## src/verilog/ppl_pkg.sv

```systemverilog
// ppl_pkg: constants shared by the probe position latch.
// assumes a 125 MHz core clock and a plain strobe register port.
package ppl_pkg;

    // ************************************************************
    // sizes and timing
    // ************************************************************
    localparam int NCH = 2;
    localparam int NPIN = 3;
    localparam int NHOLD = 4;
    localparam int CH_STRIDE = 8;
    localparam logic [15:0] CLK_PERIOD_NS = 16'h0008;
    localparam logic [15:0] FILT_UNIT_NS = 16'h000a;
    localparam logic [9:0] FILT_MAX = 10'h3e8;

    // ************************************************************
    // register addresses
    // ************************************************************
    localparam logic [15:0] ADDR_CTRL = 16'h60b8;
    localparam logic [15:0] ADDR_STAT = 16'h60b9;
    localparam logic [15:0] ADDR_RISE1 = 16'h60ba;
    localparam logic [15:0] ADDR_FALL1 = 16'h60bb;
    localparam logic [15:0] ADDR_RISE2 = 16'h60bc;
    localparam logic [15:0] ADDR_FALL2 = 16'h60bd;
    localparam logic [15:0] ADDR_PINSEL = 16'h0331;
    localparam logic [15:0] ADDR_FILT = 16'h0332;
    localparam logic [15:0] ADDR_POL = 16'h0333;
    localparam logic [15:0] ADDR_IRQ_STAT = 16'h6100;
    localparam logic [15:0] ADDR_IRQ_MASK = 16'h6101;

    // ************************************************************
    // field positions, per channel offset by CH_STRIDE
    // ************************************************************
    localparam int CTL_EN = 0;
    localparam int CTL_CONT = 1;
    localparam int CTL_SRC = 2;
    localparam int CTL_RISE = 4;
    localparam int CTL_FALL = 5;
    localparam int ST_EN = 0;
    localparam int ST_RSTO = 1;
    localparam int ST_FSTO = 2;
    localparam int ST_CNT = 6;
    localparam int PINSEL_W = 2;

    // ************************************************************
    // reset values
    // ************************************************************
    localparam logic [15:0] CTRL_RST = 16'h0000;
    localparam logic [3:0] PINSEL_RST = 4'h4;
    localparam logic [9:0] FILT_RST = 10'h000;
    localparam logic [1:0] POL_RST = 2'h0;
    // synchroniser idle: probe pins high, encoder zero low
    localparam logic [3:0] SYNC_RST = 4'h7;
    localparam logic [1:0] PIN1 = 2'h1;
    localparam logic [1:0] PIN2 = 2'h2;

endpackage : ppl_pkg

```

## src/verilog/ppl_probe_latch.sv

```systemverilog
// ppl_probe_latch: two channel probe position capture with registers.
// assumes probe pins and encoder zero pulse are asynchronous, the
// feedback position is on core_clk, and a single strobe master.
//
// Local design decision: the strobed register port.

// Summary of operation
// channel one rise latches position holder
// channel one fall latches separate holder
// channel two rise latches its holder
// channel two fall latches its holder
// pin index 0..2, defaults 0/1, on restart
// filter 0..1000 of 10 ns, immediate
// per channel polarity, applied on restart
// capture needs enable and edge enable
// single captures first event, continuous every
// source bit picks probe or encoder zero
// continuous mode two-bit count wraps
// stable for filter time; zero passes through
module ppl_probe_latch (
    // clock and reset
    input wire logic core_clk,
    input wire logic rst_n,
    // probe pins and encoder
    input wire logic [ppl_pkg::NPIN-1:0] probe_pin,
    input wire logic enc_zero,
    input wire logic signed [31:0] fb_position,
    // register port
    input wire logic [15:0] reg_addr,
    input wire logic [31:0] reg_wdata,
    input wire logic reg_wr,
    input wire logic reg_rd,
    output logic [31:0] reg_rdata,
    // interrupt
    output logic irq
);
    import ppl_pkg::*;

    // ************************************************************
    // declarations
    // ************************************************************
    logic [NPIN:0] in_meta;
    logic [NPIN:0] in_sync;
    logic [15:0] ctrl;
    logic [2*PINSEL_W-1:0] pinsel;
    logic [9:0] filt_time;
    logic [NCH-1:0] pol;
    logic [PINSEL_W-1:0] act_pin [NCH];
    logic [NCH-1:0] act_pol;
    logic [10:0] filt_thr;
    logic [15:0] filt_prod;
    logic [10:0] filt_cnt [NCH];
    logic [NCH-1:0] filt_state;
    logic [NCH-1:0] raw;
    logic [NCH-1:0] filt_out;
    logic [NCH-1:0] trig;
    logic [NCH-1:0] trig_prev;
    logic [NCH-1:0] en;
    logic [NCH-1:0] cont;
    logic [NCH-1:0] cap_r;
    logic [NCH-1:0] cap_f;
    logic [NCH-1:0] sto_r;
    logic [NCH-1:0] sto_f;
    logic [1:0] exec_cnt [NCH];
    logic signed [31:0] pos_hold [NHOLD];
    logic [15:0] status;
    logic [NHOLD-1:0] irq_stat;
    logic [NHOLD-1:0] irq_mask;
    logic [NHOLD-1:0] events;
    logic [31:0] next_rdata;

    // ************************************************************
    // input synchronisers
    // ************************************************************
    // two flops on each pin and on the encoder zero pulse
    always_ff @(posedge core_clk or negedge rst_n) begin
        if (!rst_n) begin
            in_meta <= SYNC_RST; // idle levels, no false edge
            in_sync <= SYNC_RST;
        end else begin
            in_meta <= {enc_zero, probe_pin};
            in_sync <= in_meta;
        end
    end

    // ************************************************************
    // software registers
    // ************************************************************
    // control word and probe parameters
    always_ff @(posedge core_clk or negedge rst_n) begin
        if (!rst_n) begin
            ctrl <= CTRL_RST;
            pinsel <= PINSEL_RST;
            filt_time <= FILT_RST;
            pol <= POL_RST;
            irq_mask <= '0;
        end else if (reg_wr) begin
            case (reg_addr)
                ADDR_CTRL: ctrl <= reg_wdata[15:0];
                ADDR_PINSEL: pinsel <= reg_wdata[2*PINSEL_W-1:0];
                ADDR_FILT: filt_time <= (reg_wdata > 32'(FILT_MAX))
                    ? FILT_MAX : reg_wdata[9:0];
                ADDR_POL: pol <= reg_wdata[NCH-1:0];
                ADDR_IRQ_MASK: irq_mask <= reg_wdata[NHOLD-1:0];
                default: ;
            endcase
        end
    end

    // pin and polarity take effect only while the channel is off
    always_ff @(posedge core_clk or negedge rst_n) begin
        if (!rst_n) begin
            act_pin[0] <= PINSEL_RST[PINSEL_W-1:0];
            act_pin[1] <= PINSEL_RST[2*PINSEL_W-1:PINSEL_W];
            act_pol <= POL_RST;
        end else begin
            for (int c = 0; c < NCH; c++) begin
                if (!en[c]) begin
                    act_pin[c] <= pinsel[c*PINSEL_W +: PINSEL_W];
                    act_pol[c] <= pol[c];
                end
            end
        end
    end

    // ************************************************************
    // filter threshold in cycles, rounded up
    // ************************************************************
    assign filt_prod = 16'(filt_time) * FILT_UNIT_NS;
    assign filt_thr = 11'((filt_prod + CLK_PERIOD_NS - 16'h0001)
        / CLK_PERIOD_NS);

    // ************************************************************
    // per channel trigger path
    // ************************************************************
    for (genvar c = 0; c < NCH; c++) begin : g_ch
        assign en[c] = ctrl[c*CH_STRIDE + CTL_EN];
        assign cont[c] = ctrl[c*CH_STRIDE + CTL_CONT];
        // pin allocation, unknown index falls back to pin 0
        assign raw[c] = (act_pin[c] == PIN2) ? in_sync[2] :
            (act_pin[c] == PIN1) ? in_sync[1] : in_sync[0];
        assign filt_out[c] = (filt_thr == '0) ? raw[c]
            : filt_state[c];
        // polarity, then source choice
        assign trig[c] = ctrl[c*CH_STRIDE + CTL_SRC] ? in_sync[NPIN]
            : (act_pol[c] ? filt_out[c] : ~filt_out[c]);
        assign cap_r[c] = en[c] && ctrl[c*CH_STRIDE + CTL_RISE]
            && trig[c] && !trig_prev[c] && (cont[c] || !sto_r[c]);
        assign cap_f[c] = en[c] && ctrl[c*CH_STRIDE + CTL_FALL]
            && !trig[c] && trig_prev[c] && (cont[c] || !sto_f[c]);
        assign events[2*c] = cap_r[c];
        assign events[2*c+1] = cap_f[c];
    end

    // glitch filter: accept a new level after filt_thr steady cycles
    always_ff @(posedge core_clk or negedge rst_n) begin
        if (!rst_n) begin
            filt_state <= '1; // matches idle probe pins
            for (int c = 0; c < NCH; c++) filt_cnt[c] <= '0;
        end else begin
            for (int c = 0; c < NCH; c++) begin
                if (raw[c] == filt_state[c]) begin
                    filt_cnt[c] <= '0;
                end else if (filt_cnt[c] + 11'h001 >= filt_thr) begin
                    filt_state[c] <= raw[c];
                    filt_cnt[c] <= '0;
                end else begin
                    filt_cnt[c] <= filt_cnt[c] + 11'h001;
                end
            end
        end
    end

    // edge history of the trigger
    always_ff @(posedge core_clk or negedge rst_n) begin
        if (!rst_n) begin
            trig_prev <= '0;
        end else begin
            trig_prev <= trig;
        end
    end

    // ************************************************************
    // capture holders and channel status
    // ************************************************************
    // latch feedback position on a qualified edge
    always_ff @(posedge core_clk or negedge rst_n) begin
        if (!rst_n) begin
            for (int h = 0; h < NHOLD; h++) pos_hold[h] <= '0;
        end else begin
            if (cap_r[0]) pos_hold[0] <= fb_position;
            if (cap_f[0]) pos_hold[1] <= fb_position;
            if (cap_r[1]) pos_hold[2] <= fb_position;
            if (cap_f[1]) pos_hold[3] <= fb_position;
        end
    end

    // stored flags and execution count, cleared while disabled
    always_ff @(posedge core_clk or negedge rst_n) begin
        if (!rst_n) begin
            sto_r <= '0;
            sto_f <= '0;
            for (int c = 0; c < NCH; c++) exec_cnt[c] <= '0;
        end else begin
            for (int c = 0; c < NCH; c++) begin
                if (!en[c]) begin
                    sto_r[c] <= 1'b0;
                    sto_f[c] <= 1'b0;
                    exec_cnt[c] <= '0;
                end else begin
                    if (cap_r[c]) sto_r[c] <= 1'b1;
                    if (cap_f[c]) sto_f[c] <= 1'b1;
                    if (cont[c] && (cap_r[c] || cap_f[c])) begin
                        exec_cnt[c] <= exec_cnt[c] + 2'h1;
                    end
                end
            end
        end
    end

    // status word image
    always_comb begin
        status = '0;
        for (int c = 0; c < NCH; c++) begin
            status[c*CH_STRIDE + ST_EN] = en[c];
            status[c*CH_STRIDE + ST_RSTO] = sto_r[c];
            status[c*CH_STRIDE + ST_FSTO] = sto_f[c];
            status[c*CH_STRIDE + ST_CNT +: 2] = exec_cnt[c];
        end
    end

    // ************************************************************
    // interrupt
    // ************************************************************
    // sticky events, read clears, a new event wins over the clear
    always_ff @(posedge core_clk or negedge rst_n) begin
        if (!rst_n) begin
            irq_stat <= '0;
        end else if (reg_rd && reg_addr == ADDR_IRQ_STAT) begin
            irq_stat <= events;
        end else begin
            irq_stat <= irq_stat | events;
        end
    end

    assign irq = |(irq_stat & irq_mask);

    // ************************************************************
    // read port
    // ************************************************************
    // read data selection, unmapped reads return zero
    always_comb begin
        next_rdata = '0;
        case (reg_addr)
            ADDR_CTRL: next_rdata = 32'(ctrl);
            ADDR_STAT: next_rdata = 32'(status);
            ADDR_RISE1: next_rdata = pos_hold[0];
            ADDR_FALL1: next_rdata = pos_hold[1];
            ADDR_RISE2: next_rdata = pos_hold[2];
            ADDR_FALL2: next_rdata = pos_hold[3];
            ADDR_PINSEL: next_rdata = 32'(pinsel);
            ADDR_FILT: next_rdata = 32'(filt_time);
            ADDR_POL: next_rdata = 32'(pol);
            ADDR_IRQ_STAT: next_rdata = 32'(irq_stat);
            ADDR_IRQ_MASK: next_rdata = 32'(irq_mask);
            default: next_rdata = '0;
        endcase
    end

    // read data valid the cycle after the strobe only
    always_ff @(posedge core_clk or negedge rst_n) begin
        if (!rst_n) begin
            reg_rdata <= '0;
        end else begin
            reg_rdata <= reg_rd ? next_rdata : '0;
        end
    end
endmodule : ppl_probe_latch

```

## config.mk

```make
export PLATFORM = sky130hd
export DESIGN_NAME = ppl_probe_latch
export DESIGN_NICKNAME = d
export VERILOG_FILES = /design/src/verilog/ppl_pkg.sv /design/src/verilog/ppl_probe_latch.sv
export SDC_FILE = /design/constraint.sdc
export NUM_CORES = 1
export LEC_CHECK = 0
export ABC_AREA = 1
export BUFFER_PORTS_ARGS = -buffer_cell sky130_fd_sc_hd__buf_2
export CAP_MARGIN = 20
export CORE_AREA = 2 2 160 162
export CTS_CLUSTER_SIZE = 20
export DETAILED_ROUTE_END_ITERATION = 6
export DIE_AREA = 0 0 162 164
export GPL_TIMING_DRIVEN = 0
export PLACE_DENSITY = 0.74
export SYNTH_ARGS = -nofsm -noshare
export SYNTH_HDL_FRONTEND = slang
export SYNTH_SLANG_ARGS = --single-unit
```

## constraint.sdc

```tcl
create_clock -name core_clk -period 3.5 [get_ports core_clk]
set_input_delay 0.525 -clock core_clk [delete_from_list [all_inputs] [get_ports core_clk]]
set_output_delay 0.525 -clock core_clk [all_outputs]
set_load 0.005 [all_outputs]
```

==> flow_summary.toml, run 1 <==
[run_status]
status = "finished with violations"
violations = "negative setup slack"

[clock_network]
cts_buffers = 27
cts_root_buf = "clkbuf_16"
cts_tree = "done"
cts_buffer_depth = 3
insertion_delay_ns = 0.56
htreeDepth = 1
clkSinkCount = 248
path_clk_slew_ns = 0.06

[floorplan]
initial_core_util_pct = 49.6
die_y_um = 164
core_mm2 = 0.0248
rows = 58
die_area_mm2 = 0.0266
ios = 121
die_w_um = 162

[grt]
grt_usage_pct = 26.0
grt_pass1_vias = 10500
antenna_found_initial = 0
grt_most_used_layer = "met2"
grtUsageMet2_pct = 44.2
grt_pass1_wl_um = 54500
gr-usage-met3_pct = 4.12
use_met1_pct = 33.9
grt_overflow = 0
grt_max_degree = 92

[logic_synthesis]
async_flop_share_pct = 100
synth_simple_gate_area_share_pct = 19.8
yosys_most_used_dff = "dfrtp_1"
synth_area_mm2 = 0.0123
synth.area.top_cells = "dfrtp_1 (48%), nand2_1 (11%), inv_1 (5.0%), ha_1 (4.1%), o21ai_1 (3.4%)"
avgSynthCellArea_um2 = 8.82
ys_types = 51
synth_cells = 1396
yosysTopAreaCell = "dfrtp_1"
yosysTopAreaCellShare_pct = 48.4
synth-edff-count = 0
yosys.area_share.adder_pct = 4.23
postSynthNetCount = 1525
synth_xor_area_share_pct = 1.35
yosysSeqAreaShare_pct = 50.5
synthMuxAreaShare_pct = 0.630
synth_compound_area_share_pct = 15.4
yosysWarnings = 0
synth_seq_cells = 248
synth_top_family_by_area = "simple AND/OR/NAND/NOR gates"

[timing]
rsz0062_at_grt = "true"
setup_viol = 159
fin_setup_tns_ns = -35.14
worst_slew_pin_slew_ns = 0.966
fmax_mhz = 262
period_needed_ns = 3.82
whs_ns = 0.0758
fin_ws_ns = -0.316
finClkSkew_ns = 0.0232
finalHoldViolCount = 0
maxSlewViolCount = 0
finalCritPeriodShare_pct = 109
slew_headroom_pct = 35.1

[worst_setup_path]
end_kind = "register"
critPathLaunchType = "register"
path_delay_family = "simple AND/OR/NAND/NOR gates"
cpPeakStageDelay_ns = 0.45
slowest_stage = "fa_2"
crit_fanout = 4
cp_common_cell = "nor2_4"
critical_path_buf_inv_count = 3
critPathRequiredTime_ns = 3.97
worstPathArrival_ns = 4.28
path_class = "register to register"
cp_cell_sequence = "ha_1, ha_2, inv_2, fa_2, nor2_2, nand3_2, nor2_4, nand3_4, nor2_4, nand3_4, nor2_4, inv_1, nand2_1, nand2_2, ha_4, nand2_4, nor2_1, a221oi_2, nand3_2, buf_4, nor3_2"

[placement]
dp_hpwl_um = 24400
dpl.cell_count = 1847
io_buffers = 119
place_ws_ns = -0.443
place_congestion = 0.918

[finish]
fill_cells = 2083
utilization_pct = 62.0
fin_cells = 1931
antenna_cells = 0
synthToLayoutAreaGrowth_pct = 25.0
nets = 1710
drive_gt1_share_pct = 25.2

[route]
routed_via_density = 5.58
post-route-drc-count = 0
routed_wl_um = 35100
vias = 10800
wl_per_cell_um = 18.2
dr.pass1.iters = 5
ant_nets = 0
drt-initial-drc-count = 1032

[power]
cellPowerDensity_mw_per_mm2 = 405
peakVddDrop_mv = 0.392
p_leak_uw = 0.00743

[run]
maxCapViolCount = 0

[worst_hold_path]
hold_path_class = "input port to register"
## final timing paths
| kind | depth (start not counted) | to | start | slack, ns |
|---|---|---|---|---|
| worst max-delay path | 21 | filt_cnt[13] | filt_time[3] | -0.32 |
| worst min-delay path | 1 | in_meta[2] | probe_pin[2] | 0.08 |
| worst max register to register | 21 | filt_cnt[13] | filt_time[3] | -0.32 |
| worst min register to register | 0 | in_sync[3] | in_meta[3] | 0.35 |
| max in group asynchronous | 4 | pinsel[2] | rst_n | 1.75 |
| min in group asynchronous | 2 | filt_cnt[21] | rst_n | 0.51 |
## logic make-up after synthesis
kind of cell,Yosys count
and+or+nand+nor,566
muxes,7
AOI/OAI and AO/OA,294
buffers and inverters,221
DFF,248
xor gates and xnor gates,19
adders and majority gates,41
## sequential cells by signal, indices dropped and copies added, names as in the netlist
| signal | flops |
|---|---|
| sto_r | 2 |
| exec_cnt | 4 |
| act_pol | 2 |
| irq_mask | 4 |
| irq_stat | 4 |
| filt_state | 2 |
| reg_rdata | 32 |
| trig_prev | 2 |
| act_pin | 4 |
| pos_hold | 128 |
| ctrl | 16 |
| in_meta | 4 |
| pinsel | 4 |
| sto_f | 2 |
| in_sync | 4 |
| pol | 2 |
| filt_time | 10 |
| filt_cnt | 22 |
## through the flow
stage | power (uW) | instance area [um2]
after global placement | 3150 | 13400
final | 6230 | 15400
after floorplan | 3010 | 12400
after CTS | 6260 | 14900
after detailed placement | 3160 | 13500
after global routing | 6420 | 15400
## Yosys cell counts (3+ instances only)
master and n:
a2111oi_0 4, a211oi_1 3, a21oi_1 27, a221oi_1 9
a22o_1 9, a22oi_1 6, a31oi_1 10, a41oi_1 17
buf_2 9, buf_4 6, buf_6 18, clkbuf_1 19
dfrtp_1 238, dfstp_2 10, ha_1 40, inv_1 163
inv_2 4, mux2_2 6, nand2_1 353, nand2_2 5
nand3_1 50, nand3_2 9, nand3b_1 4, nand4_1 31
nor2_1 78, nor2_2 5, nor3_1 14, nor4_1 9
o2111ai_1 3, o21ai_0 56, o21ai_1 84, o21ai_2 45
o22ai_1 11, or2_2 3, xor2_1 17
## cell usage in the layout (no fill, tap or decap), types with 22 or more instances in the layout
cell type	count
nand2_1	329
dfrtp_1	238
inv_1	160
buf_2	126
o21ai_1	87
nor2_1	56
o21ai_0	51
o21ai_2	47
nand3_1	46
ha_1	34
nand4_1	31
clkbuf_16	30
buf_4	24
a21oi_1	22
nand2_2	22
## worst reg2reg max path, cell delays in order, from the launching register on
cell and delay, ns:
dfrtp_1 0.38, ha_1 0.30, ha_2 0.18, inv_2 0.06
fa_2 0.45, nor2_2 0.13, nand3_2 0.10, nor2_4 0.14
nand3_4 0.10, nor2_4 0.14, nand3_4 0.13, nor2_4 0.12
inv_1 0.07, nand2_1 0.08, nand2_2 0.11, ha_4 0.25
nand2_4 0.07, nor2_1 0.06, a221oi_2 0.38, nand3_2 0.20
buf_4 0.19, nor3_2 0.09
## per-layer routing
metal	share of wire [%]	routed length, um	vias to the layer above
met4	3.9	1370	0
met5	0	0	-
met2	49	17200	415
met3	6.7	2370	90
met1	40	14200	5216
li1	-	-	5047
## cell type report
type / instances / area (um2) / share of cell area [%]
clock buffer: 35 / 756 / 4.91
sequential: 248 / 6220 / 40.4
multi-input combinational: 927 / 5600 / 36.4
timing repair buffer: 156 / 1060 / 6.91
inverter: 168 / 633 / 4.11
buffer: 53 / 485 / 3.15
clock inverter: 14 / 221 / 1.44
tap: 330 / 413 / 2.68
## power by group
| group | switching [uW] | leakage (uW) | internal [uW] |
|---|---|---|---|
| combinational | 164 | 0.00427 | 73.5 |
| sequential | 9.05 | 0.00268 | 2880 |
| clock | 1200 | 0.000479 | 1900 |
| total | 1380 | 0.00743 | 4850 |
## timing repair
item,4_1_cts,5_1_grt
gates resized for setup,63,90
gates cloned,4,6
endpoints found under the setup margin,159,160
hold endpoints to repair,67,0
setup buffers,15,9
hold buffers,1,0
pin swaps,22,7
(Power assumes the default switching activity.)
==> inputs of run 2 (changes only) <==
--- a/config.mk
+++ b/config.mk
@@ -9,11 +9,12 @@
 export BUFFER_PORTS_ARGS = -buffer_cell sky130_fd_sc_hd__buf_2
 export CAP_MARGIN = 20
 export CORE_AREA = 2 2 160 162
+export CTS_CLUSTER_DIAMETER = 120
 export CTS_CLUSTER_SIZE = 20
 export DETAILED_ROUTE_END_ITERATION = 6
 export DIE_AREA = 0 0 162 164
 export GPL_TIMING_DRIVEN = 0
-export PLACE_DENSITY = 0.74
+export PLACE_DENSITY = 0.72
 export SYNTH_ARGS = -nofsm -noshare
 export SYNTH_HDL_FRONTEND = slang
 export SYNTH_SLANG_ARGS = --single-unit
==> constraint.sdc (replaced) <==
create_clock -name core_clk -period 4.6 [get_ports core_clk]
set_input_delay 0.69 -clock core_clk [delete_from_list [all_inputs] [get_ports core_clk]]
set_output_delay 0.69 -clock core_clk [all_outputs]
set_load 0.005 [all_outputs]
==> run 2 against run 1 <==
Clock skew hardly changed. Largest power group is now registers. Clock-buffer cell count is 8 lower. The flow now finishes without violations. Total power is 39% lower. Combinational power is 31% lower. Utilization is 6.1 points lower. Register-to-register slack better by 0.82 ns. Critical endpoint unchanged. Clock power is 53% lower. Cell area is 9.9% lower. Sequential share of layout area is 4.4 points higher. Critical path type unchanged. Via count is 4.3% lower.
==> flow_summary.toml, run 2 (synthesized netlist as in run 1, its figures left out) <==
[run_status]
status = "complete, no violations"

[worst_setup_path]
worstPathArrival_ns = 4.51
critPathRequiredTime_ns = 5.02
cp_common_cell = "nand3_2"
path_class = "register to register"
critPathLaunchType = "register"
cp_cell_sequence = "ha_1, ha_1, inv_1, fa_1, nor2_1, nand3_2, nor2_2, nand3_2, nor2_2, nand3_2, nor2_1, nand3_1, nand2_1, inv_1, ha_1, a21oi_1, o21ai_0, a221oi_2, nand3_2, nor3_1"
end_kind = "register"
slowest_stage = "dfrtp_1"
cpPeakStageDelay_ns = 0.43
crit_fanout = 11
rr_worst_depth = 20

[finish]
final_cell_mix = "nand2_1 (353), dfrtp_1 (238), inv_1 (163), buf_2 (127), o21ai_1 (84)"
reg_top3 = "pos_hold (128), reg_rdata (32), filt_cnt (22)"
nets = 1663
final_common_cell = "nand2_1"
synthToLayoutAreaGrowth_pct = 12.7
top_register = "pos_hold"
largest_reg_flops = 128
drive_gt1_share_pct = 17.3
antenna_cells = 0
utilization_pct = 55.9

[power]
switching_share_pct = 22.9
comb_power_share_pct = 4.3
switching_power_uw = 874
cellPowerDensity_mw_per_mm2 = 275
peakVddDrop_mv = 0.255
totalPowerFinal_uw = 3810
pwr-share-seq_pct = 57.6
clockPowerShare_pct = 38.1
p_leak_uw = 0.00688
intPower_uw = 2940

[timing]
fin_setup_tns_ns = 0
setup_viol = 0
slew_headroom_pct = 33.3
finalHoldViolCount = 0
maxSlewViolCount = 0
worst_slew_pin_slew_ns = 0.993
rsz0062_at_grt = "false"
finalCritPeriodShare_pct = 89.0
period_needed_ns = 4.09
fmax_mhz = 244
finClkSkew_ns = 0.0233
whs_ns = 0.180

[worst_hold_path]
hold_path_class = "input port to async pin"

[floorplan]
ios = 121
die_w_um = 162
initial_core_util_pct = 49.6
rows = 58
die_area_mm2 = 0.0266
die_y_um = 164
core_mm2 = 0.0248

[clock_network]
postCtsSetupBuffers = 0
cts_buffers = 16
htreeDepth = 1
cts_tree = "done"
ctsHoldBuffers = 0
insertion_delay_ns = 0.50
path_clk_slew_ns = 0.09
clkSinkCount = 248
cts_root_buf = "clkbuf_16"
cts_buffer_depth = 3

[grt]
grt_max_degree = 96
antenna_found_initial = 1
grt_pass1_vias = 10000
grt_usage_pct = 25.0
grt_overflow = 0
grt_pass1_wl_um = 52300

[route]
vias = 10300
routed_wl_um = 32800
drt-initial-drc-count = 885
dr.pass1.iters = 5
drt-met1-wl_um = 14100
wl_per_cell_um = 17.5
top_layer_used = "met5"
dr_wl_met3_um = 1860
dr_wl_met2_um = 15700
routed_via_density = 5.50
ant_nets = 0
post-route-drc-count = 0

[run]
maxCapViolCount = 0

[placement]
io_buffers = 119
dp_hpwl_um = 24200
place_congestion = 0.871
-- run 2: cell types whose count changed in the layout (fill, tap and decap cells not counted), moves of 6 or more --
cell,change
nand2_1,+24
nor2_1,+22
nor2_4,-19
buf_4,-18
nand2_2,-17
buf_8,-14
clkbuf_16,-13
clkbuf_1,+8
nand3_4,-8
nand2_4,-7
ha_1,+6
-- run 2: final timing paths --
check	startpoint	endpoint	slack, ns
setup / recovery	filt_time[3]	filt_cnt[13]	0.51
hold / removal	rst_n	reg_rdata[7]	0.18
setup reg to reg	filt_time[3]	filt_cnt[13]	0.51
hold reg to reg	in_meta[3]	in_sync[3]	0.35
max in group asynchronous	rst_n	pos_hold[115]	3.20
min in group core_clk	probe_pin[2]	in_meta[2]	0.28
-- run 2: stage by stage --
stage | setup WS, ns | cell area, um2 | instances
detailed placement | 0.328 | 13400 | 1847
global route | 0.0774 | 13900 | 1874
CTS | 0.286 | 13900 | 1875
global placement | -1.54 | 13300 | 1845
finish | 0.505 | 13900 | 1874
floorplan | 0.903 | 12300 | 1396
-- run 2: what timing repair did --
action / CTS / global route
resized for setup: 0 / 4
setup endpoints to repair: 0 / 14
hold endpoints to repair: 0 / 0
-- run 2: layout make-up --
| type | count | area, um2 |
|---|---|---|
| fillers | 2318 | 10900 |
| multi-input cells | 927 | 5100 |
| repair buffers | 121 | 661 |
| plain buffers | 52 | 365 |
| flip-flops and latches | 248 | 6220 |
| clock inverters | 1 | 16.3 |
| clock buffers | 27 | 463 |
| inverters | 168 | 631 |
| well taps | 330 | 413 |
-- run 2: per-layer routing --
metal / track usage (%) / up-vias
met5: 0 / -
met2: 41.6 / 305
li1: - / 4923
met4: 9.37 / 2
met1: 33.4 / 5000
met3: 3.61 / 74
-- run 2: power groups by stage --
stage	Clock (uW)	Combinational (uW)	Sequential (uW)
2_1_floorplan	0	53.9	2240
3_3_place_gp	0	158	2240
3_5_place_dp	0	167	2240
4_1_cts	1470	168	2190
5_1_grt	1550	188	2200
6_report	1450	165	2190
-- run 2: worst max-delay path: cells and delay by family (launching register included) --
family,cells,cell delay [ns]
flops,1,0.43
simple gates,11,1.54
fa+ha+maj,4,1.27
compound gates,3,0.59
buf+inv,2,0.17
